### src/core/pulse_status_pkg.sv
/*
 * Package for the pulse measurement status encoder: register map, status
 * digit codes, field layouts and the carrier structs of the measurement path.
 * Assumes a 32-bit AXI4-Lite register bus and a 200 MHz system clock.
 */
package pulse_status_pkg;
	// register byte offsets
	localparam logic [7:0] OFF_CTRL = 8'h00;
	localparam logic [7:0] OFF_RANGE = 8'h04;
	localparam logic [7:0] OFF_ITHR0 = 8'h08;
	localparam logic [7:0] OFF_ITHR1 = 8'h0c;
	localparam logic [7:0] OFF_VTHR0 = 8'h10;
	localparam logic [7:0] OFF_VTHR1 = 8'h14;
	localparam logic [7:0] OFF_PTHR0 = 8'h18;
	localparam logic [7:0] OFF_PTHR1 = 8'h1c;
	localparam logic [7:0] OFF_STATUS = 8'h20;
	localparam logic [7:0] OFF_IRQ_STAT = 8'h24;
	localparam logic [7:0] OFF_IRQ_MASK = 8'h28;
	localparam logic [7:0] OFF_THR_EN = 8'h2c;

	// control register bits
	localparam int CTRL_SHORT_COMP = 0;
	localparam int CTRL_LOAD_COMP = 1;
	localparam int CTRL_WAVEFORM = 2;
	localparam int CTRL_CHANNEL = 3;
	localparam int CTRL_RANGE40 = 4;
	localparam int CTRL_ROUTE_LSB = 8;
	localparam int ROUTE_W = 3;
	localparam logic [31:0] CTRL_RESET = 32'h0000_0000;

	// digit A
	localparam logic [3:0] COMP_OFF = 4'h0;
	localparam logic [3:0] COMP_FAIL = 4'h1;
	localparam logic [3:0] COMP_OK = 4'h3;
	localparam logic [3:0] SKIP_ADD = 4'h4;
	// digit B
	localparam logic [2:0] ROUTE_NONE = 3'h0;
	localparam logic [2:0] ROUTE_PREAMP = 3'h1;
	localparam logic [2:0] ROUTE_BYPASS_MAX = 3'h4;
	// digit C, D
	localparam logic [3:0] DIGIT_RESERVED = 4'h0;
	localparam logic [3:0] TYPE_SPOT = 4'h1;
	localparam logic [3:0] TYPE_WAVE = 4'h2;
	// digit E weights
	localparam int LIM_COMPLIANCE = 0;
	localparam int LIM_CURRENT = 1;
	localparam int LIM_VOLTAGE = 2;
	localparam int LIM_POWER = 3;
	// digit F weights
	localparam int OVF_NEG_V = 0;
	localparam int OVF_POS_V = 1;
	localparam int OVF_NEG_I = 2;
	localparam int OVF_POS_I = 3;
	// digit G: ranges usable without the preamplifier
	localparam logic [7:0] RANGE_DIRECT_OK = 8'b1110_1000;
	// digit H
	localparam logic [3:0] CH1_10V = 4'h1;
	localparam logic [3:0] RANGE40_ADD = 4'h4;

	// status word nibble positions, digit A first
	localparam int DIG_A = 28;
	localparam int DIG_B = 24;
	localparam int DIG_C = 20;
	localparam int DIG_D = 16;
	localparam int DIG_E = 12;
	localparam int DIG_F = 8;
	localparam int DIG_G = 4;
	localparam int DIG_H = 0;

	// interrupt status bits
	localparam int IRQ_DONE = 0;
	localparam int IRQ_THRESH = 1;
	localparam int IRQ_FAULT = 2;
	localparam int IRQ_W = 3;

	localparam logic [1:0] RESP_OKAY = 2'b00;
	localparam logic [1:0] RESP_SLVERR = 2'b10;

	// one measurement from the acquisition path
	typedef struct packed {
		logic valid;
		logic sweepStart;
		logic signed [31:0] current;
		logic signed [31:0] voltage;
		logic compliance;
		logic [3:0] overflow;
		logic [2:0] iRange;
		logic compDone;
		logic compMet;
	} meas_t;

	typedef struct packed {
		logic valid;
		logic [31:0] word;
		logic sweepStop;
	} result_t;
endpackage : pulse_status_pkg

### src/core/pulse_measure_status_encoder.sv
/*
 * Pulse measurement status encoder: threshold monitor with sweep stop and
 * eight-digit status word, registers over AXI4-Lite.
 * Assumes measurement path and bus master run on sys_clk; measurement
 * results arrive one cycle wide from same-clock logic.
 */
`timescale 1ns/1ps
`default_nettype none

// How it works
// - every measurement gets an eight-digit status word, digits A to H.
// - digit A: compensation off 0, failed 1, met 3, plus 4 if skipped.
// - digit B: preamp routing none, used, bypass pulse, source-measure, capacitance.
// - digit C reserved, always zero.
// - digit D: 1 for spot mean, 2 for waveform.
// - digit E weighted bits: compliance, current, voltage, power thresholds.
// - digit F ORed overflow bits: -V, +V, -I, +I.
// - digit G current range 0 to 7; 0,1,2,4 only with preamplifier.
// - digit H: channel plus 4 for the 40 V range.
// - current at or over its threshold stops this sweep, later sweeps run.
// - voltage at or over its threshold stops this sweep, later sweeps run.
// - power at or over its threshold stops this sweep, later sweeps run.
// - thresholds compare the measurement taken after each pulse.
// - several thresholds per quantity, each checked on its own.
// - separate enables for short and load-line compensation.
// - output limits unchanged by load-line compensation.
// - status word also readable as one 32-bit word.
module pulse_measure_status_encoder #(
	parameter int N_THR = 2
) (
	// clock and reset
	input wire logic sys_clk,
	input wire logic nrst,
	// measurement path
	input wire pulse_status_pkg::meas_t meas,
	output pulse_status_pkg::result_t result,
	output logic shortCompEnable,
	output logic loadLineCompEnable,
	output logic [31:0] maxVoltage,
	output logic [31:0] maxCurrent,
	output logic irq,
	// axi4-lite slave
	input wire logic [7:0] s_axi_awaddr,
	input wire logic s_axi_awvalid,
	output logic s_axi_awready,
	input wire logic [31:0] s_axi_wdata,
	input wire logic [3:0] s_axi_wstrb,
	input wire logic s_axi_wvalid,
	output logic s_axi_wready,
	output logic [1:0] s_axi_bresp,
	output logic s_axi_bvalid,
	input wire logic s_axi_bready,
	input wire logic [7:0] s_axi_araddr,
	input wire logic s_axi_arvalid,
	output logic s_axi_arready,
	output logic [31:0] s_axi_rdata,
	output logic [1:0] s_axi_rresp,
	output logic s_axi_rvalid,
	input wire logic s_axi_rready
);
	import pulse_status_pkg::*;

	// elaboration check: the register map holds two slots per limit kind
	if (N_THR < 1 || N_THR > 2) begin : g_thr_check
		$error("N_THR must be 1 or 2");
	end

	// threshold enable bits, power window and fold codes
	localparam int EN_I = 0;
	localparam int EN_V = 1;
	localparam int EN_P = 2;
	localparam int EN_W = 3;
	localparam int POW_LSB = 16;
	localparam int LIMIT_W = 16;
	localparam logic [3:0] ROUTE_FOLD = 4'h0;
	localparam logic [3:0] RANGE_FOLD = 4'h3;

	typedef struct packed {
		logic [31:0] ctrl;
		logic [31:0] rangeLimit;
		logic [N_THR-1:0][31:0] iThr;
		logic [N_THR-1:0][31:0] vThr;
		logic [N_THR-1:0][31:0] pThr;
		logic [EN_W-1:0] thrEn;
		logic skipping;
		logic [IRQ_W-1:0] irqStat;
		logic [IRQ_W-1:0] irqMask;
		result_t res;
		logic awHeld;
		logic [7:0] awAddr;
		logic wHeld;
		logic [31:0] wData;
		logic [3:0] wStrb;
		logic bValid;
		logic [1:0] bResp;
		logic rValid;
		logic [31:0] rData;
		logic [1:0] rResp;
	} state_t;

	state_t st;
	state_t next_st;

	function automatic logic [31:0] merge(input logic [31:0] old, input logic [31:0] d,
		input logic [3:0] be);
		logic [31:0] r;
		// byte lanes without a strobe keep their old value
		r = old;
		for (int i = 0; i < 4; i++) begin
			if (be[i]) begin
				r[i*8 +: 8] = d[i*8 +: 8];
			end
		end
		return r;
	endfunction : merge

	// most negative code wraps; the acquisition path never reports it
	function automatic logic [31:0] magnitude(input logic signed [31:0] x);
		return x[31] ? 32'(-x) : 32'(x);
	endfunction : magnitude

	// any of a set of limits reached or passed
	function automatic logic anyHit(input logic [31:0] val,
		input logic [N_THR-1:0][31:0] lim);
		logic h;
		h = 1'b0;
		for (int i = 0; i < N_THR; i++) begin
			if (lim[i] != 32'h0000_0000 && val >= lim[i]) begin
				h = 1'b1;
			end
		end
		return h;
	endfunction : anyHit

	// compensation outcome, plus 4 while the sweep is skipped
	function automatic logic [3:0] encodeA(input logic compOn, input logic met,
		input logic skipped);
		logic [3:0] a;
		if (!compOn) begin
			a = COMP_OFF;
		end else if (met) begin
			a = COMP_OK;
		end else begin
			a = COMP_FAIL;
		end
		if (skipped) begin
			a = a | SKIP_ADD;
		end
		return a;
	endfunction : encodeA

	// routing code; codes past the capacitance bypass fold to none
	function automatic logic [3:0] encodeB(input logic [ROUTE_W-1:0] r);
		return (r > ROUTE_BYPASS_MAX) ? ROUTE_FOLD : {1'b0, r};
	endfunction : encodeB

	// ranges 0, 1, 2 and 4 exist only behind the preamplifier
	function automatic logic [3:0] encodeG(input logic [ROUTE_W-1:0] r, input logic [2:0] rng);
		logic [3:0] g;
		g = {1'b0, rng};
		if (r != ROUTE_PREAMP && !RANGE_DIRECT_OK[rng]) begin
			g = RANGE_FOLD;
		end
		return g;
	endfunction : encodeG

	// channel number, plus 4 on the 40 V range
	function automatic logic [3:0] encodeH(input logic ch2, input logic hiRange);
		logic [3:0] h;
		h = CH1_10V + {3'h0, ch2};
		if (hiRange) begin
			h = h + RANGE40_ADD;
		end
		return h;
	endfunction : encodeH

	logic [31:0] absI;
	logic [31:0] absV;
	logic [63:0] power;
	logic hitI;
	logic hitV;
	logic hitP;
	logic [3:0] digA;
	logic [3:0] digE;
	logic [3:0] digG;
	logic [3:0] digH;
	logic [2:0] route;
	logic wrFire;
	logic rdFire;
	logic [31:0] rdWord;
	logic rdHit;
	logic wrHit;
	logic skipNow;
	logic thrHit;

	assign absI = magnitude(meas.current);
	assign absV = magnitude(meas.voltage);
	// full product kept; only a 32-bit window of it meets the limit
	assign power = 64'(absI) * 64'(absV);
	assign route = st.ctrl[CTRL_ROUTE_LSB +: ROUTE_W];
	// a new sweep starts unskipped; only its own hit may skip it
	assign skipNow = st.skipping && !(meas.valid && meas.sweepStart);
	assign thrHit = hitI || hitV || hitP;

	assign hitI = st.thrEn[EN_I] && anyHit(absI, st.iThr);
	assign hitV = st.thrEn[EN_V] && anyHit(absV, st.vThr);
	// power limit, compared in bits 47 to 16 of the product
	assign hitP = st.thrEn[EN_P] && anyHit(power[POW_LSB +: 32], st.pThr);

	always_comb begin
		digA = encodeA(st.ctrl[CTRL_LOAD_COMP], meas.compDone && meas.compMet, skipNow || thrHit);
		digE = 4'h0;
		digE[LIM_COMPLIANCE] = meas.compliance;
		digE[LIM_CURRENT] = hitI;
		digE[LIM_VOLTAGE] = hitV;
		digE[LIM_POWER] = hitP;
		digG = encodeG(route, meas.iRange);
		digH = encodeH(st.ctrl[CTRL_CHANNEL], st.ctrl[CTRL_RANGE40]);
	end

	// response only once both halves are in; a pending response blocks the next write
	assign wrFire = st.awHeld && st.wHeld && !st.bValid;
	// reads answer from registered data; arready drops while rvalid stands
	assign rdFire = s_axi_arvalid && !st.rValid;

	always_comb begin
		rdHit = 1'b1;
		unique case (s_axi_araddr)
			OFF_CTRL: rdWord = st.ctrl;
			OFF_RANGE: rdWord = st.rangeLimit;
			OFF_ITHR0: rdWord = st.iThr[0];
			OFF_VTHR0: rdWord = st.vThr[0];
			OFF_PTHR0: rdWord = st.pThr[0];
			OFF_ITHR1: rdWord = st.iThr[N_THR-1];
			OFF_VTHR1: rdWord = st.vThr[N_THR-1];
			OFF_PTHR1: rdWord = st.pThr[N_THR-1];
			OFF_STATUS: rdWord = st.res.word;
			OFF_IRQ_STAT: rdWord = 32'(st.irqStat);
			OFF_IRQ_MASK: rdWord = 32'(st.irqMask);
			OFF_THR_EN: rdWord = 32'(st.thrEn);
			default: begin
				rdWord = 32'h0000_0000;
				rdHit = 1'b0;
			end
		endcase
	end

	always_comb begin
		next_st = st;
		wrHit = 1'b1;
		// write channel: address and data taken in either order
		if (s_axi_awvalid && !st.awHeld) begin
			next_st.awHeld = 1'b1;
			next_st.awAddr = s_axi_awaddr;
		end
		if (s_axi_wvalid && !st.wHeld) begin
			next_st.wHeld = 1'b1;
			next_st.wData = s_axi_wdata;
			next_st.wStrb = s_axi_wstrb;
		end
		if (wrFire) begin
			next_st.awHeld = 1'b0;
			next_st.wHeld = 1'b0;
			next_st.bValid = 1'b1;
			case (st.awAddr)
				OFF_CTRL: next_st.ctrl = merge(st.ctrl, st.wData, st.wStrb);
				OFF_RANGE: next_st.rangeLimit = merge(st.rangeLimit, st.wData, st.wStrb);
				OFF_ITHR0: next_st.iThr[0] = merge(st.iThr[0], st.wData, st.wStrb);
				OFF_VTHR0: next_st.vThr[0] = merge(st.vThr[0], st.wData, st.wStrb);
				OFF_PTHR0: next_st.pThr[0] = merge(st.pThr[0], st.wData, st.wStrb);
				OFF_ITHR1: next_st.iThr[N_THR-1] = merge(st.iThr[N_THR-1], st.wData, st.wStrb);
				OFF_VTHR1: next_st.vThr[N_THR-1] = merge(st.vThr[N_THR-1], st.wData, st.wStrb);
				OFF_PTHR1: next_st.pThr[N_THR-1] = merge(st.pThr[N_THR-1], st.wData, st.wStrb);
				OFF_IRQ_MASK: next_st.irqMask = st.wStrb[0] ? st.wData[IRQ_W-1:0] : st.irqMask;
				OFF_THR_EN: next_st.thrEn = st.wStrb[0] ? st.wData[EN_W-1:0] : st.thrEn;
				OFF_STATUS, OFF_IRQ_STAT: wrHit = 1'b1;
				default: wrHit = 1'b0;
			endcase
			next_st.bResp = wrHit ? RESP_OKAY : RESP_SLVERR;
		end
		if (st.bValid && s_axi_bready) begin
			next_st.bValid = 1'b0;
		end
		if (st.rValid && s_axi_rready) begin
			next_st.rValid = 1'b0;
		end
		if (rdFire) begin
			next_st.rValid = 1'b1;
			next_st.rData = rdWord;
			next_st.rResp = rdHit ? RESP_OKAY : RESP_SLVERR;
			// read clears interrupt status
			if (s_axi_araddr == OFF_IRQ_STAT) begin
				next_st.irqStat = '0;
			end
		end

		next_st.res.valid = 1'b0;
		next_st.res.sweepStop = 1'b0;
		// new sweep ends any skip
		if (meas.valid && meas.sweepStart) begin
			next_st.skipping = 1'b0;
		end
		if (meas.valid) begin
			next_st.res.valid = 1'b1;
			next_st.res.word[DIG_A +: 4] = digA;
			// routing code, unknown codes fold to none
			next_st.res.word[DIG_B +: 4] = encodeB(route);
			next_st.res.word[DIG_C +: 4] = DIGIT_RESERVED;
			next_st.res.word[DIG_D +: 4] = st.ctrl[CTRL_WAVEFORM] ? TYPE_WAVE : TYPE_SPOT;
			next_st.res.word[DIG_E +: 4] = digE;
			next_st.res.word[DIG_F +: 4] = meas.overflow;
			next_st.res.word[DIG_G +: 4] = digG;
			next_st.res.word[DIG_H +: 4] = digH;
			if (thrHit && !skipNow) begin
				next_st.skipping = 1'b1;
				next_st.res.sweepStop = 1'b1;
			end
			// events set sticky bits; set wins over read clear
			next_st.irqStat[IRQ_DONE] = 1'b1;
			if (thrHit) begin
				next_st.irqStat[IRQ_THRESH] = 1'b1;
			end
			if (meas.compliance || meas.overflow != 4'h0) begin
				next_st.irqStat[IRQ_FAULT] = 1'b1;
			end
		end
	end

	always_ff @(posedge sys_clk or negedge nrst) begin
		if (!nrst) begin
			st <= '0;
		end else begin
			st <= next_st;
		end
	end

	assign result = st.res;
	assign shortCompEnable = st.ctrl[CTRL_SHORT_COMP];
	assign loadLineCompEnable = st.ctrl[CTRL_LOAD_COMP];
	assign maxVoltage = 32'(st.rangeLimit[LIMIT_W-1:0]);
	assign maxCurrent = 32'(st.rangeLimit[LIMIT_W +: LIMIT_W]);
	// level output; software drops it by reading the interrupt status register
	assign irq = |(st.irqStat & st.irqMask);
	assign s_axi_awready = !st.awHeld;
	assign s_axi_wready = !st.wHeld;
	assign s_axi_bvalid = st.bValid;
	assign s_axi_bresp = st.bResp;
	assign s_axi_arready = !st.rValid;
	assign s_axi_rvalid = st.rValid;
	assign s_axi_rdata = st.rData;
	assign s_axi_rresp = st.rResp;
endmodule : pulse_measure_status_encoder

`default_nettype wire

### config.mk
export PLATFORM = sky130hd
export DESIGN_NAME = pulse_measure_status_encoder
export DESIGN_NICKNAME = d
export VERILOG_FILES = /design/src/core/pulse_status_pkg.sv /design/src/core/pulse_measure_status_encoder.sv
export SDC_FILE = /design/constraint.sdc
export NUM_CORES = 2
export LEC_CHECK = 0
export BUFFER_PORTS_ARGS = -buffer_cell sky130_fd_sc_hd__buf_2
export CAP_MARGIN = 20
export CELL_PAD_IN_SITES_DETAIL_PLACEMENT = 1
export CELL_PAD_IN_SITES_GLOBAL_PLACEMENT = 1
export CORE_MARGIN = 2
export CORE_UTILIZATION = 45
export DETAILED_ROUTE_END_ITERATION = 10
export PLACE_DENSITY_LB_ADDON = 0.08
export SLEW_MARGIN = 5
export SYNTH_ARGS = -nofsm -noshare
export SYNTH_HDL_FRONTEND = slang
export SYNTH_SLANG_ARGS = --single-unit
### constraint.sdc
create_clock -name sys_clk -period 2.8 [get_ports sys_clk]
set_input_delay 0.28 -clock sys_clk [delete_from_list [all_inputs] [get_ports sys_clk]]
set_output_delay 0.28 -clock sys_clk [all_outputs]
set_load 0.01 [all_outputs]
==> run_results.csv <==
group,metric,value,unit
status,outcome,"finished, violations left",
status,violations,"negative setup slack",
sta,fmax,0.0939,GHz
sta,setup_tns,-42.58,ns
final_layout,n_fill_cell,12110,
yosys,synth_top_area_share,31.9,%
yosys,synth.most_common_cell,"inv_1",
die,start_util,45.5,%
worst_setup_path,reg2reg_from,"st[288]",
clock_network,htree_levels,2,
worst_setup_path,cp_slowest_stage_delay,0.64,ns
worst_setup_path,path_max_fanout,4,
global_route,grt_util_all_layers,36.4,%
worst_hold_path,hold_start,"meas[75]",
worst_setup_path,reg2reg_to,"st[122]",
yosys,ys.flop_type,"dfrtp_1",
worst_setup_path,worstSetupStartpointType,"input pin",
routing,finalWirelength,199000,µm
global_route,grt_pass1_wl,298000,µm
sta,period_share,380,%
die,pin_count,277,
yosys,ys_seq_area_share,19.0,%
yosys,synth_top_area_cell,"fa_1",
yosys,synthArstFlopShare,100,%
place,hpwl,166000,µm
die,die_h,334,µm
routing,firstDrtPassIters,8,
routing,vias,41501,
routing,wl_per_cell,26.8,µm
worst_setup_path,crit_path_end_kind,"flop",
worst_hold_path,whs_endpoint,"result[16]",
worst_setup_path,rrSetupSlack,-0.63,ns
place,routabilityCongestion,0.988,
worst_setup_path,cpMostUsedCell,"fa_1",
clock_network,clock-sinks,372,
die,core,107000,µm²
worst_hold_path,hold_class,"input pin to flop",
yosys,synth_area_leaders,"fa_1 32%, dfrtp_1 19%, ha_1 9.4%",
routing,drcViolationCount,0,
die,dieArea,111000,µm²
sta,relSlewSlack,49.2,%
clock_network,clkLatencyLatePin,0.57,ns
die,num_rows,120,
global_route,grt_max_degree,84,
final_layout,antenna_cells,0,
yosys,synth_warnings,0,
global_route,overflow,0,
final_layout,fin_nets,7300,
worst_setup_path,reg2reg_depth,14,
yosys,synth-edff-count,0,
yosys,synth-seq-cells,372,
final_layout,drive_gt1_share,27.2,%
worst_setup_path,cpMaxStageDelayCell,"fa_2",
worst_setup_path,startpoint,"meas[22]",
sta,period_minus_slack,10.65,ns
worst_setup_path,critPathKind,"input pin to flop",
clock_network,path_clk_slew,0.06,ns
sta,final_max_slew_viol_count,0,
global_route,grt_pass1_vias,45578,
routing,via_per_inst,5.57,
routing,drt_iter0_drc,3319,
yosys,synthesis.area,48900,µm²
sta,grt_setup_unrepaired,"yes",
yosys,syn_area_per_cell,9.58,µm²
sta,worst_pin_slew,0.743,ns
place,portBuffers,232,
yosys,netlist_instances,5102,
sta,setup_viol,7,
sta,fin_ws,-7.85,ns
yosys,netlist_top_cells_count,"993 x inv_1, 778 x fa_1, 568 x nand2_1, 493 x nor2_1, 372 x dfrtp_1",
die,die_w,334,µm
sta,final_hold_viol_count,0,
worst_hold_path,holdPathStages,2,
routing,ant_nets,0,
final_layout,area_delta_synth_final,23.3,%
clock_network,cts_made_buffers,38,
clock_network,clockRootBuffer,"clkbuf_16",
worst_setup_path,cp.required,3.25,ns
global_route,antenna_found_initial,1,
worst_setup_path,arrival,11.10,ns
clock_network,tritoncts,"done",
clock_network,clockBufferDepth,3,
run,cap_violations,0,
sta,skew,0.0294,ns
yosys,synth_cell_type_count,77,
cells by family after synthesis:
family | count (synthesis) | share of synthesized area [%]
xor gates and xnor gates | 118 | 2.19
other | 1 | 0.00767
AOI/OAI and AO/OA | 491 | 7.35
DFF | 372 | 19.0
muxes | 321 | 7.38
adders and majority gates | 1146 | 41.3
buffers and inverters | 1341 | 11.3
and+or+nand+nor | 1312 | 11.4
what timing repair did:
item,4_1_cts,5_1_grt
pin swaps,33,43
hold buffers,60,0
setup buffers,15,9
gates resized for setup,87,44
endpoints found under the setup margin,7,7
hold endpoints to repair,107,0
layer usage:
metal	GRT usage [%]	up-vias	wire length, µm
li1	-	17749	-
met1	48.6	21703	81800
met2	59.4	1657	93700
met3	4.30	392	12500
met4	16.8	0	11300
met5	0	-	0
worst max-delay path: cells and delay by family:
family	cells	cell delay [ns]
buf+inv	9	1.10
xor+xnor	2	0.31
simple gates	8	1.53
compound gates	18	3.23
fa+ha+maj	10	4.62
cell usage in the layout (no fill, tap or decap), types with 59 or more instances in the layout:
cell,Yosys,routed
buf_2,0,230
a21o_1,109,109
dlygate4sd3_1,0,60
nor2_1,493,478
ha_1,367,352
fa_1,778,772
inv_1,993,988
dfrtp_1,372,372
a21oi_1,73,59
nand4_1,63,63
nand2_1,568,563
buf_4,135,790
mux2_2,315,315
registers in the layout, summed over array words and instances (netlist names), 3 cells and up:
name,flops
route,3
maxVoltage,16
st,275
maxCurrent,16
result,24
s_axi_rdata,32
stage by stage:
step	instances	hold slack (ns)	setup WS, ns	area, µm²	utilization [%]
6_report	7446	0.0900	-7.85	60300	56.1
4_1_cts	7436	0.0642	-7.76	60000	55.9
3_5_place_dp	7300	0.249	-8.70	57700	53.8
3_3_place_gp	7300	0.250	-8.92	57700	53.8
2_1_floorplan	5145	-0.0156	-7.40	49600	-
5_1_grt	7446	0.101	-8.29	60300	56.1
area by class of cell:
class / count / area, µm² / share of cell area (%)
Clock buffer: 55 / 1100 / 1.83
Sequential cell: 372 / 9310 / 15.4
Clock inverter: 8 / 126 / 0.210
Timing Repair Buffer: 1154 / 8930 / 14.8
Tap cell: 1403 / 1760 / 2.91
Inverter: 1022 / 3870 / 6.42
Multi-Input combinational cell: 3432 / 35200 / 58.4
worst max path at each step:
stage,to,slack [ns],depth (start not counted)
2_1_floorplan,st[122],-7.40,42
3_3_place_gp,result[31],-8.92,41
3_5_place_dp,st[124],-8.70,44
4_1_cts,st[124],-7.76,40
5_1_grt,st[124],-8.29,47
6_report,st[122],-7.85,47
Power is not shown: default switching activity piles up to over one toggle a cycle in this logic, so the estimate is an artifact.
